## src/hdl/arc_pkg.sv

```systemverilog
package arc_pkg;

	// Register indices on the plain register port
	localparam logic [3:0] REG_MODE_CTRL = 4'h0;
	localparam logic [3:0] REG_HARDWARE_CONTROL_REG   = 4'h1;
	localparam logic [3:0] REG_STAT      = 4'h2;
	localparam logic [3:0] REG_FAULT     = 4'h3;

	// Mode control register fields
	localparam int BIT_STANDALONE_EN = 0;
	localparam int BIT_LEVEL_SEL     = 1;
	localparam int BIT_UV_INHIBIT    = 2;

	// Hardware control register fields
	localparam int BIT_LS_SELECT     = 0;
	localparam int BIT_LS_STOP_KEEP  = 1;

	// Status register fields
	localparam int BIT_ST_OC         = 0;
	localparam int BIT_ST_ON         = 1;
	localparam int BIT_ST_LOCKED     = 2;
	localparam int BIT_ST_LS         = 3;
	localparam int BIT_ST_UV         = 4;
	localparam int BIT_ST_HP         = 5;
	localparam int BIT_ST_LP         = 6;
	localparam int BIT_ST_LEVEL      = 7;

	// Fault register field
	localparam int BIT_FLT_ACCESS    = 0;

	localparam logic [7:0] ZERO8     = 8'h00;

	typedef enum logic [2:0] {
		ARC_MODE_INIT     = 3'b000,
		ARC_MODE_NORMAL   = 3'b001,
		ARC_MODE_STOP     = 3'b010,
		ARC_MODE_SLEEP    = 3'b011,
		ARC_MODE_RESTART  = 3'b100,
		ARC_MODE_FAILSAFE = 3'b101
	} arc_mode_t;

	typedef enum logic [1:0] {
		ARC_CFG_NONE  = 2'b00,
		ARC_CFG_ALONE = 2'b01,
		ARC_CFG_SHARE = 2'b10
	} arc_cfg_t;

	// Register port request
	typedef struct packed {
		logic [3:0] addr;
		logic [7:0] wdata;
		logic       wr;
		logic       rd;
	} arc_req_t;

	// Analog stage controls driven to the regulator
	typedef struct packed {
		logic enable;
		logic hp_stage;
		logic lp_stage;
		logic level_3v3;
	} arc_drive_t;

endpackage

```

## src/hdl/arc_sync.sv

```systemverilog
`timescale 1ns/1ns
module arc_sync #(
	parameter int WIDTH = 3
) (
	input  wire logic             i_clk,    // System clock
	input  wire logic             i_rst_n,  // Async reset, active low
	input  wire logic [WIDTH-1:0] i_async,  // Raw pin levels
	output logic      [WIDTH-1:0] o_level   // Filtered levels
);
	logic [WIDTH-1:0] meta;
	logic [WIDTH-1:0] s2;
	logic [WIDTH-1:0] s3;

	always_ff @(posedge i_clk or negedge i_rst_n) begin
		if (!i_rst_n) begin
			meta <= '0;
			s2   <= '0;
			s3   <= '0;
		end else begin
			meta <= i_async;
			s2   <= meta;
			s3   <= s2;
		end
	end

	// Change taken only once second and third stage agree
	always_ff @(posedge i_clk or negedge i_rst_n) begin
		if (!i_rst_n) begin
			o_level <= '0;
		end else begin
			for (int k = 0; k < WIDTH; k++) begin
				if (s2[k] == s3[k]) begin
					o_level[k] <= s3[k];
				end
			end
		end
	end
endmodule

```

## src/hdl/arc_ctrl.sv

```systemverilog
`timescale 1ns/1ns
//Function
// - Standalone enable written in Normal mode selects standalone configuration.
// - Load-share select bit written selects load-sharing configuration.
// - First configuration bit set locks the choice; later changes ignored.
// - Lock survives soft reset; cleared only by power-on reset.
// - Standalone: level select 0 gives 5.0V, 1 gives 3.3V.
// - Load sharing ignores level select; follows main supply level.
// - Off in Init/Fail-Safe; standalone holds state outside Normal mode.
// - Load sharing follows main supply: off Sleep, on in Restart.
// - Stop mode disables load sharing by default; resumes in Normal.
// - Stop-keep bit with load sharing keeps supply on in Stop.
// - Stop: low-power stage; high-power stage by base current hysteresis.
// - Normal mode runs only the high-power stage.
// - Undervoltage switches off; auto restart unless inhibit bit set.
// - Status flags readable in the supply status register.
// - Change after load-share lock sets access fault, config unchanged.
// - Standalone lock: on/off still allowed, no access fault.
// - Standalone overcurrent sets only its flag; clear once condition gone.
module arc_ctrl (
	input  wire logic                I_SYS_CLK,      // System clock, 25 MHz
	input  wire logic                I_RESET_N,      // Soft/core reset, active low
	input  wire logic                I_POR_N,        // Power-on reset, active low
	input  wire arc_pkg::arc_req_t   I_REQ,          // Register request
	output logic      [7:0]          O_RDATA,        // Read data, cycle after read
	input  wire arc_pkg::arc_mode_t  I_MODE,         // Device operating mode
	input  wire logic                I_MAIN_ON,      // Main supply regulating
	input  wire logic                I_BAT_UV,       // Battery undervoltage pin
	input  wire logic                I_BASE_HI,      // Base current above rising level
	input  wire logic                I_BASE_LO,      // Base current below falling level
	input  wire logic                I_SHUNT_LIM,    // Shunt current limit reached
	output arc_pkg::arc_drive_t      O_DRIVE         // Regulator stage controls
);
	logic [2:0]         pin_lvl;
	logic               uv;
	logic               base_hi;
	logic               base_lo;
	logic               shunt_lim;
	arc_pkg::arc_cfg_t  cfg;
	arc_pkg::arc_cfg_t  next_cfg;
	logic               ls_stop_keep;
	logic               sw_on;
	logic               level_sel;
	logic               uv_inhibit;
	logic               uv_latched_off;
	logic               oc_flag;
	logic               access_fault;
	logic               hp_on;
	logic               lp_on;
	logic               supply_on;
	logic               change_try;
	logic               wr_mode;
	logic               wr_hw;
	logic               wr_stat;
	logic               wr_fault;
	logic               wr_alone_bit;
	logic               wr_ls_bit;
	arc_pkg::arc_drive_t next_drive;

	arc_sync #(
		.WIDTH(3)
	) u_sync (
		.i_clk   (I_SYS_CLK),
		.i_rst_n (I_RESET_N),
		.i_async ({I_BAT_UV, I_SHUNT_LIM, I_BASE_HI}),
		.o_level (pin_lvl)
	);

	assign uv        = pin_lvl[2];
	assign shunt_lim = pin_lvl[1];
	assign base_hi   = pin_lvl[0];

	// Falling comparator is slow-moving; three flops, same filter
	arc_sync #(
		.WIDTH(1)
	) u_sync_lo (
		.i_clk   (I_SYS_CLK),
		.i_rst_n (I_RESET_N),
		.i_async (I_BASE_LO),
		.o_level (base_lo)
	);

	function automatic logic hits(input arc_pkg::arc_req_t r, input logic [3:0] a);
		hits = r.wr && (r.addr == a);
	endfunction

	// Decodes shared by several processes
	function automatic logic is_share(input arc_pkg::arc_cfg_t c);
		is_share = (c == arc_pkg::ARC_CFG_SHARE);
	endfunction

	function automatic logic is_alone(input arc_pkg::arc_cfg_t c);
		is_alone = (c == arc_pkg::ARC_CFG_ALONE);
	endfunction

	function automatic logic is_normal(input arc_pkg::arc_mode_t m);
		is_normal = (m == arc_pkg::ARC_MODE_NORMAL);
	endfunction

	function automatic logic is_stop(input arc_pkg::arc_mode_t m);
		is_stop = (m == arc_pkg::ARC_MODE_STOP);
	endfunction

	assign wr_mode      = hits(I_REQ, arc_pkg::REG_MODE_CTRL);
	assign wr_hw        = hits(I_REQ, arc_pkg::REG_HARDWARE_CONTROL_REG);
	assign wr_stat      = hits(I_REQ, arc_pkg::REG_STAT);
	assign wr_fault     = hits(I_REQ, arc_pkg::REG_FAULT);
	assign wr_alone_bit = wr_mode && I_REQ.wdata[arc_pkg::BIT_STANDALONE_EN];
	assign wr_ls_bit    = wr_hw && I_REQ.wdata[arc_pkg::BIT_LS_SELECT];

	// Configuration choice, only once per power-up
	always_comb begin
		next_cfg = cfg;
		if (cfg == arc_pkg::ARC_CFG_NONE) begin
			if (wr_ls_bit) begin
				next_cfg = arc_pkg::ARC_CFG_SHARE;
			end else if (wr_alone_bit && is_normal(I_MODE)) begin
				next_cfg = arc_pkg::ARC_CFG_ALONE;
			end
		end
	end

	// Lock held across soft reset, cleared by power-on only
	always_ff @(posedge I_SYS_CLK or negedge I_POR_N) begin
		if (!I_POR_N) begin
			cfg <= arc_pkg::ARC_CFG_NONE;
		end else begin
			cfg <= next_cfg;
		end
	end

	// Writable control bits
	always_ff @(posedge I_SYS_CLK or negedge I_RESET_N) begin
		if (!I_RESET_N) begin
			sw_on        <= 1'b0;
			level_sel    <= 1'b0;
			uv_inhibit   <= 1'b0;
			ls_stop_keep <= 1'b0;
		end else begin
			if (wr_mode && is_normal(I_MODE)) begin
				// Standalone supply on/off changeable only in Normal
				if (is_alone(next_cfg)) begin
					sw_on <= I_REQ.wdata[arc_pkg::BIT_STANDALONE_EN];
				end
				if (!is_share(cfg)) begin
					level_sel <= I_REQ.wdata[arc_pkg::BIT_LEVEL_SEL];
				end
			end
			if (wr_mode) begin
				uv_inhibit <= I_REQ.wdata[arc_pkg::BIT_UV_INHIBIT];
			end
			if (wr_hw) begin
				ls_stop_keep <= I_REQ.wdata[arc_pkg::BIT_LS_STOP_KEEP];
			end
		end
	end

	// Any write that would alter a locked configuration
	assign change_try = wr_alone_bit
		|| (wr_hw && !I_REQ.wdata[arc_pkg::BIT_LS_SELECT])
		|| (wr_mode && I_REQ.wdata[arc_pkg::BIT_LEVEL_SEL] != level_sel);

	// Access fault: set wins over clear
	always_ff @(posedge I_SYS_CLK or negedge I_RESET_N) begin
		if (!I_RESET_N) begin
			access_fault <= 1'b0;
		end else if (is_share(cfg) && change_try) begin
			access_fault <= 1'b1;
		end else if (wr_fault && I_REQ.wdata[arc_pkg::BIT_FLT_ACCESS]) begin
			access_fault <= 1'b0;
		end
	end

	// Overcurrent flag, standalone only; clear refused while limit persists
	always_ff @(posedge I_SYS_CLK or negedge I_RESET_N) begin
		if (!I_RESET_N) begin
			oc_flag <= 1'b0;
		end else if (is_alone(cfg) && supply_on && shunt_lim) begin
			oc_flag <= 1'b1;
		end else if (wr_stat && I_REQ.wdata[arc_pkg::BIT_ST_OC]) begin
			oc_flag <= 1'b0;
		end
	end

	// Undervoltage shutdown and restart inhibit
	always_ff @(posedge I_SYS_CLK or negedge I_RESET_N) begin
		if (!I_RESET_N) begin
			uv_latched_off <= 1'b0;
		end else if (uv && uv_inhibit) begin
			uv_latched_off <= 1'b1;
		end else if (wr_mode && I_REQ.wdata[arc_pkg::BIT_STANDALONE_EN] && !uv) begin
			uv_latched_off <= 1'b0;
		end
	end

	// Supply on/off by mode and configuration
	always_comb begin
		supply_on = 1'b0;
		case (I_MODE)
			arc_pkg::ARC_MODE_INIT,
			arc_pkg::ARC_MODE_FAILSAFE: begin
				supply_on = 1'b0;
			end
			arc_pkg::ARC_MODE_NORMAL: begin
				supply_on = (cfg == arc_pkg::ARC_CFG_SHARE) ? I_MAIN_ON : sw_on;
			end
			arc_pkg::ARC_MODE_STOP: begin
				if (cfg == arc_pkg::ARC_CFG_SHARE) begin
					supply_on = ls_stop_keep && I_MAIN_ON;
				end else begin
					supply_on = sw_on;
				end
			end
			arc_pkg::ARC_MODE_SLEEP: begin
				supply_on = (cfg == arc_pkg::ARC_CFG_ALONE) && sw_on;
			end
			arc_pkg::ARC_MODE_RESTART: begin
				if (cfg == arc_pkg::ARC_CFG_SHARE) begin
					supply_on = 1'b1;
				end else begin
					supply_on = sw_on;
				end
			end
			default: begin
				supply_on = 1'b0;
			end
		endcase
		if (cfg == arc_pkg::ARC_CFG_NONE || uv || uv_latched_off) begin
			supply_on = 1'b0;
		end
	end

	// High-power stage hysteresis in Stop mode
	always_ff @(posedge I_SYS_CLK or negedge I_RESET_N) begin
		if (!I_RESET_N) begin
			hp_on <= 1'b0;
		end else if (!is_stop(I_MODE)) begin
			hp_on <= 1'b0;
		end else if (base_hi) begin
			hp_on <= 1'b1;
		end else if (base_lo) begin
			hp_on <= 1'b0;
		end
	end

	always_comb begin
		next_drive.enable    = supply_on;
		next_drive.level_3v3 = is_alone(cfg) && level_sel;
		if (is_stop(I_MODE)) begin
			lp_on               = supply_on;
			next_drive.hp_stage = supply_on && hp_on;
		end else begin
			lp_on               = 1'b0;
			next_drive.hp_stage = supply_on;
		end
		next_drive.lp_stage = lp_on;
	end

	always_ff @(posedge I_SYS_CLK or negedge I_RESET_N) begin
		if (!I_RESET_N) begin
			O_DRIVE <= '0;
		end else begin
			O_DRIVE <= next_drive;
		end
	end

	// Read data, valid only the cycle after the read strobe
	always_ff @(posedge I_SYS_CLK or negedge I_RESET_N) begin
		if (!I_RESET_N) begin
			O_RDATA <= arc_pkg::ZERO8;
		end else if (I_REQ.rd) begin
			O_RDATA <= arc_pkg::ZERO8;
			case (I_REQ.addr)
				arc_pkg::REG_MODE_CTRL: begin
					O_RDATA[arc_pkg::BIT_STANDALONE_EN] <= sw_on;
					O_RDATA[arc_pkg::BIT_LEVEL_SEL]     <= level_sel;
					O_RDATA[arc_pkg::BIT_UV_INHIBIT]    <= uv_inhibit;
				end
				arc_pkg::REG_HARDWARE_CONTROL_REG: begin
					O_RDATA[arc_pkg::BIT_LS_SELECT]     <= (cfg == arc_pkg::ARC_CFG_SHARE);
					O_RDATA[arc_pkg::BIT_LS_STOP_KEEP]  <= ls_stop_keep;
				end
				arc_pkg::REG_STAT: begin
					O_RDATA[arc_pkg::BIT_ST_OC]     <= oc_flag;
					O_RDATA[arc_pkg::BIT_ST_ON]     <= O_DRIVE.enable;
					O_RDATA[arc_pkg::BIT_ST_LOCKED] <= (cfg != arc_pkg::ARC_CFG_NONE);
					O_RDATA[arc_pkg::BIT_ST_LS]     <= (cfg == arc_pkg::ARC_CFG_SHARE);
					O_RDATA[arc_pkg::BIT_ST_UV]     <= uv && is_alone(cfg);
					O_RDATA[arc_pkg::BIT_ST_HP]     <= O_DRIVE.hp_stage;
					O_RDATA[arc_pkg::BIT_ST_LP]     <= O_DRIVE.lp_stage;
					O_RDATA[arc_pkg::BIT_ST_LEVEL]  <= O_DRIVE.level_3v3;
				end
				arc_pkg::REG_FAULT: begin
					O_RDATA[arc_pkg::BIT_FLT_ACCESS] <= access_fault;
				end
				default: begin
					O_RDATA <= arc_pkg::ZERO8;
				end
			endcase
		end else begin
			O_RDATA <= arc_pkg::ZERO8;
		end
	end
endmodule

```

## config.mk

```make
export PLATFORM = sky130hd
export DESIGN_NAME = arc_ctrl
export DESIGN_NICKNAME = d
export VERILOG_FILES = /design/src/hdl/arc_pkg.sv /design/src/hdl/arc_sync.sv /design/src/hdl/arc_ctrl.sv
export SDC_FILE = /design/constraint.sdc
export NUM_CORES = 1
export LEC_CHECK = 0
export BUFFER_PORTS_ARGS = -buffer_cell sky130_fd_sc_hd__clkbuf_2
export CAP_MARGIN = 10
export CORE_AREA = 2 2 68 70
export DETAILED_ROUTE_END_ITERATION = 10
export DIE_AREA = 0 0 70 72
export GPL_TIMING_DRIVEN = 0
export SKIP_LAST_GASP = 1
export SLEW_MARGIN = 20
export SYNTH_ARGS = -nofsm -noshare
export SYNTH_HDL_FRONTEND = slang
export SYNTH_HIERARCHICAL = 1
export SYNTH_SLANG_ARGS = --single-unit
export TNS_END_PERCENT = 5
```

## constraint.sdc

```tcl
create_clock -name I_SYS_CLK -period 2.25 [get_ports I_SYS_CLK]
set_clock_uncertainty 0.15 [all_clocks]
set_input_delay 0.45 -clock I_SYS_CLK [delete_from_list [all_inputs] [get_ports I_SYS_CLK]]
set_output_delay 0.45 -clock I_SYS_CLK [all_outputs]
set_load 0.01 [all_outputs]
```

Yosys cells after proc, flatten, opt, wreduce, memory -nomap -nowiden --
Cells that the tools add are included.
Word-level totals: register bits 38, output and inout port bits 12, word-level logic and storage cells 101
Cells by class: equal/unequal tests 16, multiplexer cells 24, bitwise gates (word level) 1, reduce and logical (&&, ||, !) cells 36
Operators with widths (count):
- logical AND 1 bit | 22
- two-way mux 1 bit | 15
- equality test 4 x 2 -> 1 bit, second input constant | 2
- two-way mux 8 bit | 1
- case mux 1 bit (4 select lines) | 2
- nonzero test 2 bit | 4
- equality test 3 x 2 -> 1 bit, second input constant | 2
- two-way mux 2 bit | 3
- two-way mux 5 bit | 1
- equality test 1 bit | 4
- equality test 2 x 1 -> 1 bit, second input constant | 2
- equality test 4 x 1 -> 1 bit, second input constant | 1
- zero test 4 bit | 1
- logical OR 1 bit | 4
- AND reduction 2 bit | 2
- equality test 3 x 1 -> 1 bit, second input constant | 1
- equality test 3 bit, second input constant | 1
- inequality test 3 x 1 -> 1 bit, second input constant | 1
- case mux 1 bit (3 select lines) | 1
- equality test 2 bit, second input constant | 1
- zero test 1 bit | 2
- zero test 2 bit | 1
- case mux 1 bit (2 select lines) | 1
- inequality test 1 bit | 1
- inverter 1 bit | 1

Depth between registers and ports, before layout --
Gate-level depths: netlist (run 1).
depth in word-level cells 9, gate-level depth with buffers 5, depth with buffers taken out 5

Modules after synthesis --
Netlist (run 1), hierarchy kept.
By module, submodules not included:
- arc_ctrl | instances 1, cells an instance 99, area an instance 1028.5 sq um
- arc_sync at u_sync | instances 1, cells an instance 15, area an instance 334.1 sq um
- arc_sync at u_sync_lo | instances 1, cells an instance 5, area an instance 111.4 sq um

Worst setup path after synthesis (run 1) --
No wires, ideal clock.
path type input to register, start in I_REQ[13] (netlist bit), end reg level_sel, setup time 125 ps, data arrival time 1975 ps, slack 0 ps, stages 5, buffers on the path 0, cells stage by stage or3b_4 or3_4 or3_4 nor2_1 mux2_2
On the way: cells in the longest elaborated chain, start to end 4
Ends and longest elaborated chain:
- start, declared | RTL line arc_ctrl.sv:24 | input wire arc_pkg::arc_req_t I_REQ,
- zero test 4 bit | RTL line arc_ctrl.sv:84 | hits = r.wr && (r.addr == a);
- logical AND 1 bit | RTL line arc_ctrl.sv:84
- logical AND 1 bit | RTL line arc_ctrl.sv:140 | if (wr_mode && is_normal(I_MODE)) begin
- AND reduction 2 bit (no line)
- end signal, assigned | RTL line arc_ctrl.sv:146 | level_sel <= I_REQ.wdata[arc_pkg::BIT_LEVEL_SEL];
- end, declared | RTL line arc_ctrl.sv:43 | logic level_sel;
Every way passes these cells. A chain may end at the register's enable or synchronous reset.

Worst setup path after layout (run 1) --
Same ends and word-level chain as after synthesis.

==> results of run 1 <==
worst max path at each step:
stage / startpoint / to
floorplan: I_REQ[13] / level_sel
global placement: I_REQ[13] / level_sel
detailed placement: I_REQ[13] / level_sel
CTS: I_REQ[13] / level_sel
global route: I_REQ[13] / level_sel
finish: I_REQ[13] / level_sel
sequential cells by signal, indices dropped and copies added (netlist names):
| name | count |
|---|---|
| ls_stop_keep | 1 |
| u_sync_lo/meta | 1 |
| cfg | 2 |
| O_DRIVE | 4 |
| uv_inhibit | 1 |
| level_sel | 1 |
| oc_flag | 1 |
| u_sync_lo/s3 | 1 |
| access_fault | 1 |
| hp_on | 1 |
| O_RDATA | 8 |
| u_sync/o_level | 3 |
| u_sync_lo/o_level | 1 |
| u_sync_lo/s2 | 1 |
| u_sync/s2 | 3 |
| u_sync/s3 | 3 |
| sw_on | 1 |
| u_sync/meta | 3 |
| uv_latched_off | 1 |
critical path, delay by kind of cell:
family	cells	cell delay (ns)
buffers and inverters	1	0.09
muxes	1	0.34
and+or+nand+nor	4	1.28
power by group through the flow:
stage	Clock (mW)	Combinational (mW)	Sequential, mW
floorplan	0	0.0466	0.738
global placement	0	0.0866	0.744
detailed placement	0	0.0890	0.744
CTS	0.446	0.0908	0.731
global route	0.476	0.102	0.734
finish	0.427	0.0888	0.731
cell type report:
cell class | count | area, um^2
sequential | 38 | 950.9
inverter | 4 | 15.01
tap | 52 | 65.06
buffer | 2 | 17.52
timing repair buffer | 31 | 160.2
clock inverter | 2 | 10.01
fill | 426 | 2486
clock buffer | 5 | 68.82
multi-input combinational | 75 | 490.5
synthesized netlist by cell type:
cell and number:
clkbuf_8 1, a2111oi_0 1, dfrtp_1 38, nor2_1 10, or3_4 2, nor2b_1 4, or2b_2 1, nand4_1 1
clkbuf_1 1, o31ai_1 1, o21ai_0 6, or3b_4 1, o41ai_1 2, mux2i_1 2, a21o_1 1, and3_1 2
nand2_1 8, a211oi_1 3, a31oi_1 1, mux2_2 3, nor4_1 3, xor2_1 1, and2_1 4, nor3_1 4
inv_1 4, maj3_2 4, a221oi_1 1, a21oi_1 2, o21bai_1 1, nor3b_1 1, nand2b_1 3, or3_1 1
or2_2 1
metal layers:
metal	vias up	GRT usage (%)	part of all wire, %
li1	490	-	-
met1	485	14.82	47
met2	27	17.78	45
met3	6	4.028	6.3
met4	0	8.333	1.9
met5	-	0	0
cell families (layout without fill, tap and decap cells):
family / Yosys count / in the layout / synth area share, %
mux: 5 / 5 / 3.650
xor+xnor: 1 / 1 / 0.5943
buf+inv: 6 / 44 / 2.206
simple gates: 46 / 46 / 17.40
flops: 38 / 38 / 64.52
compound gates: 19 / 19 / 8.575
fa+ha+maj: 4 / 4 / 3.056
timing repair:
action / 4_1_cts / 5_1_grt
setup buffers: 0 / 0
endpoints found under the hold margin: 2 / 0
hold buffers: 1 / 0
==> reports/metrics.cfg, run 1 <==
[sta]
fin_hold_ws_ns = 0.1122
setup_viol = 0
rsz0062_at_grt = no
fin_ws_ns = 0.1129
worst_pin_slew_ns = 0.8592
maxSlewHeadroom_pct = 42.72
period_minus_slack_ns = 2.137
finalSetupTns_ns = 0
timing.fmax_mhz = 467.9
period_share_pct = 94.98
slew_violations = 0
finalHoldViolCount = 0

[cts]
h-tree-depth = 2
path_clk_slew_ns = 0.07
cts_made_buffers = 5
cts_resized = 0
cts_tree = done
cts_root_buf = clkbuf_8
cts.sinks = 38
clock_latency_ns = 0.29
cts_max_path_buffers = 2

[cells_and_area]
final_cell_count_no_fill = 209
final_cell_mix = dfrtp_1 (38), clkbuf_2 (30), nor2_1 (10), nand2_1 (8)
final_core_util_pct = 41.70
drive_above_1_share_pct = 31.85
antennaDiodeCount = 0
finalNetCount = 182
area_delta_synth_final_pct = 20.63
design_area_um2 = 1778
layout_commonest_cell = dfrtp_1

[yosys]
synth_top_area_share_pct = 64.52
ys_types = 33
yosysTopAreaCell = dfrtp_1
synthesis.area_um2 = 1474
syn-num-nets = 144
syn_area_per_cell_um2 = 12.39
yosys_register_bits = 38
syn_inst = 119
synth_area_leaders = dfrtp_1 (65%), maj3_2 (3.1%), nor2_1 (2.5%), mux2_2 (2.3%), o21ai_0 (2.0%)
ys_seq_area_share_pct = 64.52
yosysWarnings = 6

[power]
p_int_uw = 961.8
power_mw = 1.247
p_leak_nw = 0.8702
p_clk_share_pct = 34.2
p_per_area_nw_per_um2 = 701.5
p_seq_share_pct = 58.6
power_switching_uw = 285.4
vdd_ir_drop_max_mv = 0.2509
p_sw_share_pct = 22.88
combinationalPowerShare_pct = 7.1

[worst_setup_path]
path_class = in2reg
path_cells = clkbuf_2 -> or3b_4 -> or3_4 -> or3_4 -> nor2_1 -> mux2_2
r2r_end = oc_flag
start_kind = input pin
arrival_ns = 2.16
endpoint_kind = flop
crit_top_cell = or3_4
crit_slowest_cell = or3b_4
ff2ff_path_depth = 5
slowest_delay_ns = 0.42
r2r_setup_slack_ns = 0.30
worstPathRequired_ns = 2.28
reg2reg_from = cfg[1]
crit_path_max_fanout = 5

[detailed_routing]
wl_per_cell_um = 12.76
wirelength_mm = 2.667
num_vias = 1008
ant_nets = 0
dr.pass1.iters = 4
drtIter0Drc = 45
drc = 0
vias_per_cell = 4.823

[global_routing]
grt_usage_pct = 11.99
overflow = 0
grt_max_degree = 37
antenna_found_initial = 0
grt_pass1_vias = 1021
grt_pass1_wl_mm = 4.629

[placed_design]
dpl.cell_count = 201
dp_hpwl_mm = 1.998
detailed_place.area_um2 = 1689
dpl_worst_slack_ns = -0.1879
place_congestion = 0.8243
portBuffers = 30

[floorplan]
initial_core_util_pct = 34.57
core-area_um2 = 4264
dieArea_um2 = 5040
placementRows = 24
io_pins = 37
die_w_um = 70
die_y_um = 72

[min_path]
hold_path.class = in2async

[run_status]
outcome = finished clean

[run]
max-cap-violations = 0

(Power assumes the default switching activity.)
==> run 2, diff against run 1 <==
--- a/config.mk
+++ b/config.mk
@@ -8,8 +8,12 @@
 export BUFFER_PORTS_ARGS = -buffer_cell sky130_fd_sc_hd__clkbuf_2
 export CAP_MARGIN = 10
+export CELL_PAD_IN_SITES_DETAIL_PLACEMENT = 1
+export CELL_PAD_IN_SITES_GLOBAL_PLACEMENT = 1
 export CORE_AREA = 2 2 68 70
+export CTS_BUF_LIST = sky130_fd_sc_hd__clkbuf_8 sky130_fd_sc_hd__clkbuf_16
 export DETAILED_ROUTE_END_ITERATION = 10
 export DIE_AREA = 0 0 70 72
 export GPL_TIMING_DRIVEN = 0
+export PLACE_DENSITY_LB_ADDON = 0.1
 export SKIP_LAST_GASP = 1
 export SLEW_MARGIN = 20
==> constraint.sdc (replaced) <==
create_clock -name I_SYS_CLK -period 2.25 [get_ports I_SYS_CLK]
set_clock_uncertainty 0.15 [all_clocks]
set_input_delay 0.3375 -clock I_SYS_CLK [delete_from_list [all_inputs] [get_ports I_SYS_CLK]]
set_output_delay 0.3375 -clock I_SYS_CLK [all_outputs]
set_load 0.01 [all_outputs]
==> reports/metrics.cfg, run 2 (synthesis results as in run 1) <==
[cells_and_area]
drive_above_1_share_pct = 32.10
final_cell_mix = dfrtp_1 (38), clkbuf_2 (30), nor2_1 (10), nand2_1 (8), clkbuf_8 (7)
design_area_um2 = 1841
top_register = O_RDATA
layout_commonest_cell = dfrtp_1
reg.largest.list = O_RDATA: 8 flops, O_DRIVE: 4 flops
largest_reg_flops = 8
area_delta_synth_final_pct = 24.87
antennaDiodeCount = 0
finalNetCount = 186

[run_status]
outcome = finished clean

[sta]
period_minus_slack_ns = 2.078
finalHoldViolCount = 0
slew_violations = 0
period_share_pct = 92.34
timing.fmax_mhz = 481.3
maxSlewHeadroom_pct = 40.32
rsz0062_at_grt = no
setup_viol = 0
worst_pin_slew_ns = 0.8951

[detailed_routing]
drc = 0
wl_per_cell_um = 14.29
wirelength_mm = 3.058
ant_nets = 0
dr.pass1.iters = 4
num_vias = 1049
drtIter0Drc = 59
vias_per_cell = 4.902

[cts]
cts.sinks = 38
cts_max_path_buffers = 2
clock_latency_ns = 0.29
cts_root_buf = clkbuf_8
h-tree-depth = 2
cts_made_buffers = 5
cts_tree = done
post_cts_buffers = 0
path_clk_slew_ns = 0.07

[placed_design]
detailed_place.area_um2 = 1689
place_congestion = 0.7343
portBuffers = 30
dp_hpwl_mm = 2.252

[worst_setup_path]
crit_top_cell = or3_4
path_buf_inv = 1
slowest_delay_ns = 0.42
ff2ff_path_depth = 5
start_kind = input pin
cp.depth = 6
r2r_end = O_DRIVE[2]
cpLargestDelayFamily = simple AND/OR/NAND/NOR gates
path_cells = clkbuf_2 -> or3b_4 -> or3_4 -> or3_4 -> nor2_1 -> mux2_2
arrival_ns = 2.10
endpoint = level_sel
worstPathRequired_ns = 2.28
crit_path_max_fanout = 5
crit_slowest_cell = or3b_4
crit_start = I_REQ[13]
path_class = in2reg
r2r_setup_slack_ns = 0.31
reg2reg_from = cfg[1]
endpoint_kind = flop

[global_routing]
grt_pass1_vias = 1118
overflow = 0
grt_usage_pct = 13.82
grt_max_degree = 37
antenna_found_initial = 0
grt_pass1_wl_mm = 5.402

[min_path]
hold_path.class = in2async

[floorplan]
placementRows = 24
core-area_um2 = 4264
die_w_um = 70
io_pins = 37
die_y_um = 72
dieArea_um2 = 5040
initial_core_util_pct = 34.57

[power]
p_leak_nw = 0.8913
power_mw = 1.312
p_per_area_nw_per_um2 = 712.8
vdd_ir_drop_max_mv = 0.4209

[run]
max-cap-violations = 0

==> run 2: changes by cell type in the layout (fill, tap and decap cells not counted), sizes merged <==
cell | before | now
clkbuf | 37 | 38
dlygate4sd3 | 1 | 5
clkinvlp | 0 | 1
clkinv | 2 | 1
==> run 2: what timing repair did <==
action | 4_1_cts | 5_1_grt
resized for setup | 0 | 1
setup endpoints to repair | 0 | 1
hold endpoints to repair | 6 | 0
hold buffers | 5 | 0
==> run 2: cell type report <==
| cell class | instances | area (um^2) |
|---|---|---|
| Buffer | 2 | 17.52 |
| Tap cell | 52 | 65.06 |
| Timing Repair Buffer | 35 | 200.2 |
| Fill cell | 481 | 2424 |
| Multi-Input combinational cell | 75 | 496.7 |
| Clock buffer | 6 | 82.58 |
| Clock inverter | 2 | 12.51 |
| Sequential cell | 38 | 950.9 |
| Inverter | 4 | 15.01 |
==> run 2: where the power goes <==
group / switching, mW / internal, mW
sequential: 0.0185 / 0.712
clock: 0.238 / 0.246
combinational: 0.0508 / 0.0468
==> run 2: metal layers <==
metal / routed length (um) / track usage, % / up-vias
met2: 1511 / 22.96 / 28
met4: 58 / 5.769 / 0
met3: 163 / 4.583 / 5
met5: 0 / 0 / -
li1: - / - / 501
met1: 1324 / 16.67 / 515
==> run 2: worst min path at each step <==
stage                    from                 to  slack (ns)  depth (start not counted)
floorplan           I_RESET_N         O_DRIVE[0]       -0.11                          0
global placement      I_POR_N             cfg[0]       -0.03                          1
detailed placement    I_POR_N             cfg[0]       -0.02                          1
CTS                 I_RESET_N     uv_latched_off        0.05                          1
global route        I_RESET_N  u_sync/o_level[2]        0.09                          1
finish              I_RESET_N         O_RDATA[6]        0.02                          1
==> run 2: per-stage QoR <==
stage | hold WS, ns | setup TNS (ns) | worst slack [ns] | utilization, % | cells
2_1_floorplan | -0.1081 | 0 | 0.1125 | - | 119
3_3_place_gp | -0.02674 | -0.08388 | -0.08388 | 39.61 | 201
3_5_place_dp | -0.02405 | -0.1704 | -0.1396 | 39.61 | 201
4_1_cts | 0.04800 | 0 | 0.1332 | 43.02 | 214
5_1_grt | 0.09037 | 0 | 0.1454 | 43.16 | 214
6_report | 0.01610 | 0 | 0.1724 | 43.16 | 214
==> run 2: worst reg2reg max path, stage by stage, from the launching register on <==
cell,delay (ns)
dfrtp_1,0.43
nor2b_1,0.43
mux2i_1,0.14
a211oi_1,0.30
a221oi_2,0.10
nor4_1,0.29
==> run 3, diff against run 2 <==
Settings changed: CORE_AREA 2 2 68 70 to 2 2 69 71, DIE_AREA 0 0 70 72 to 0 0 71 73, SYNTH_HIERARCHICAL 1 to default.
==> reports/metrics.cfg, run 3 <==
[floorplan]
core-area_um2 = 4536
die_y_um = 73
io_pins = 37
die_w_um = 71
placementRows = 25
initial_core_util_pct = 32.83
dieArea_um2 = 5183

[placed_design]
dpl_worst_slack_ns = 0.3863
dp_hpwl_mm = 2.250
place_congestion = 0.7728
portBuffers = 30

[sta]
period_share_pct = 78.97
setup_viol = 0
finalHoldViolCount = 0
worst_pin_slew_ns = 0.8765
rsz0062_at_grt = no
finalSetupTns_ns = 0
maxSlewHeadroom_pct = 41.57
slew_violations = 0
period_minus_slack_ns = 1.777
fin_ws_ns = 0.4732
timing.fmax_mhz = 562.8

[min_path]
hold_path.class = in2async

[yosys]
yosysWarnings = 0
ys_types = 34
synthArstFlopShare_pct = 100.0
yosys-top-cells-count = dfrtp_1 (38), nor2_1 (16), nand2_1 (8), nor3_1 (6)
ys_seq_area_share_pct = 63.87
synthFlopType = dfrtp_1
synth_area_leaders = dfrtp_1 (64%), nor2_1 (4.0%), maj3_1 (2.7%), nor3_1 (2.0%), nand2_1 (2.0%)
syn_area_per_cell_um2 = 12.41
synth_top_area_share_pct = 63.87
synth-edff-count = 0
synthesis.area_um2 = 1489
yosys_register_bits = 38
yosysMostFrequentCell = dfrtp_1
syn-num-nets = 145
yosysTopAreaCell = dfrtp_1
syn_inst = 120

[worst_setup_path]
path_buf_inv = 0
arrival_ns = 1.78
cpLargestDelayFamily = compound AO/OA/AOI/OAI gates
crit_slowest_cell = dfrtp_1
path_class = reg2reg
start_kind = flop
path_cells = nand2b_2 -> o21ai_1 -> a2111oi_4 -> o31ai_2 -> nor2_1
slowest_delay_ns = 0.43
cp.depth = 5
endpoint_kind = flop
ff2ff_path_depth = 5
worstPathRequired_ns = 2.26
crit_path_max_fanout = 7

[cells_and_area]
antennaDiodeCount = 0
area_delta_synth_final_pct = 27.56
reg.largest.list = O_RDATA: 8 flops, O_DRIVE: 4 flops
drive_above_1_share_pct = 31.29
layout_commonest_cell = dfrtp_1
largest_reg_flops = 8
top_register = O_RDATA
final_cell_mix = dfrtp_1 (38), clkbuf_2 (30), nor2_1 (16), nand2_1 (8)
finalNetCount = 187

[detailed_routing]
dr.pass1.iters = 4
wl_per_cell_um = 13.88
drtIter0Drc = 21
ant_nets = 0
wirelength_mm = 3.013
num_vias = 1037
drc = 0
vias_per_cell = 4.779

[run_status]
outcome = finished clean

[power]
p_leak_nw = 0.8967
p_per_area_nw_per_um2 = 849.9
vdd_ir_drop_max_mv = 0.3083

[global_routing]
overflow = 0
grt_max_degree = 37
grt_pass1_wl_mm = 5.092
grt_usage_pct = 13.08
grt_pass1_vias = 1090
antenna_found_initial = 0

[cts]
cts_tree = done
cts.sinks = 38
cts_root_buf = clkbuf_8
cts_made_buffers = 5
clock_latency_ns = 0.28
cts_max_path_buffers = 2
path_clk_slew_ns = 0.07
cts_resized = 0
h-tree-depth = 2

[run]
max-cap-violations = 0

## run 3: area by class of cell
type,count,area (um^2)
fillers,486,2636
flip-flops and latches,38,950.9
multi-input cells,77,510.5
repair buffers,35,200.2
clock buffers,6,82.58
well taps,54,67.56
clock inverters,2,60.06
plain buffers,2,16.27
inverters,3,11.26
## run 3: cells by family after synthesis
| group | Yosys count | synth area share [%] |
|---|---|---|
| muxes | 5 | 4.454 |
| DFF | 38 | 63.87 |
| adders and majority gates | 4 | 2.689 |
| and+or+nand+nor | 52 | 18.32 |
| xor gates and xnor gates | 1 | 0.5883 |
| buffers and inverters | 5 | 1.848 |
| AOI/OAI and AO/OA | 15 | 8.235 |
## run 3: final timing paths
check	startpoint	endpoint	slack (ns)
worst max register to register	cfg[0]	O_DRIVE[1]	0.47
min in group I_SYS_CLK	I_REQ[4]	uv_inhibit	0.15
worst max-delay path	cfg[0]	O_DRIVE[1]	0.47
max in group asynchronous	I_RESET_N	O_RDATA[0]	1.40
worst min-delay path	I_RESET_N	u_sync.meta[0]	0.006
worst min register to register	u_sync.meta[2]	u_sync.s2[2]	0.20
## run 3: layer usage
layer	up-vias	wire length, um	global-route usage, %
met2	27	1432	21.08
met5	-	0	0
met1	511	1389	16.43
met3	5	135	3.177
li1	494	-	-
met4	0	55	6.709
## run 3: worst register-to-register path, delay by kind of cell (launching register included)
| family | cells | cell delay, ns |
|---|---|---|
| AO/OA/AOI/OAI | 3 | 0.75 |
| flip-flops | 1 | 0.43 |
| AND/OR/NAND/NOR | 2 | 0.33 |
## run 3: timing repair
item	in CTS	in global routing
endpoints found under the hold margin	6	0
hold buffers	5	0
buffers inserted	0	0
## run 3: stage by stage
step | instances | total power, mW | hold WS (ns) | utilization (%) | area [um^2]
after global routing | 217 | 1.687 | 0.07774 | 41.88 | 1899
after CTS | 217 | 1.638 | 0.04852 | 41.88 | 1899
after floorplan | 120 | 0.8557 | -0.1081 | - | 1489
final | 217 | 1.614 | 0.006368 | 41.88 | 1899
after global placement | 204 | 0.9156 | -0.02671 | 37.63 | 1707
after detailed placement | 204 | 0.9231 | -0.02448 | 37.63 | 1707
## run 3: report_power, final
group | internal, mW | switching (mW) | leakage, nW
sequential | 0.727 | 0.0357 | 0.479
combinational | 0.0691 | 0.0800 | 0.346
clock | 0.473 | 0.230 | 0.0714
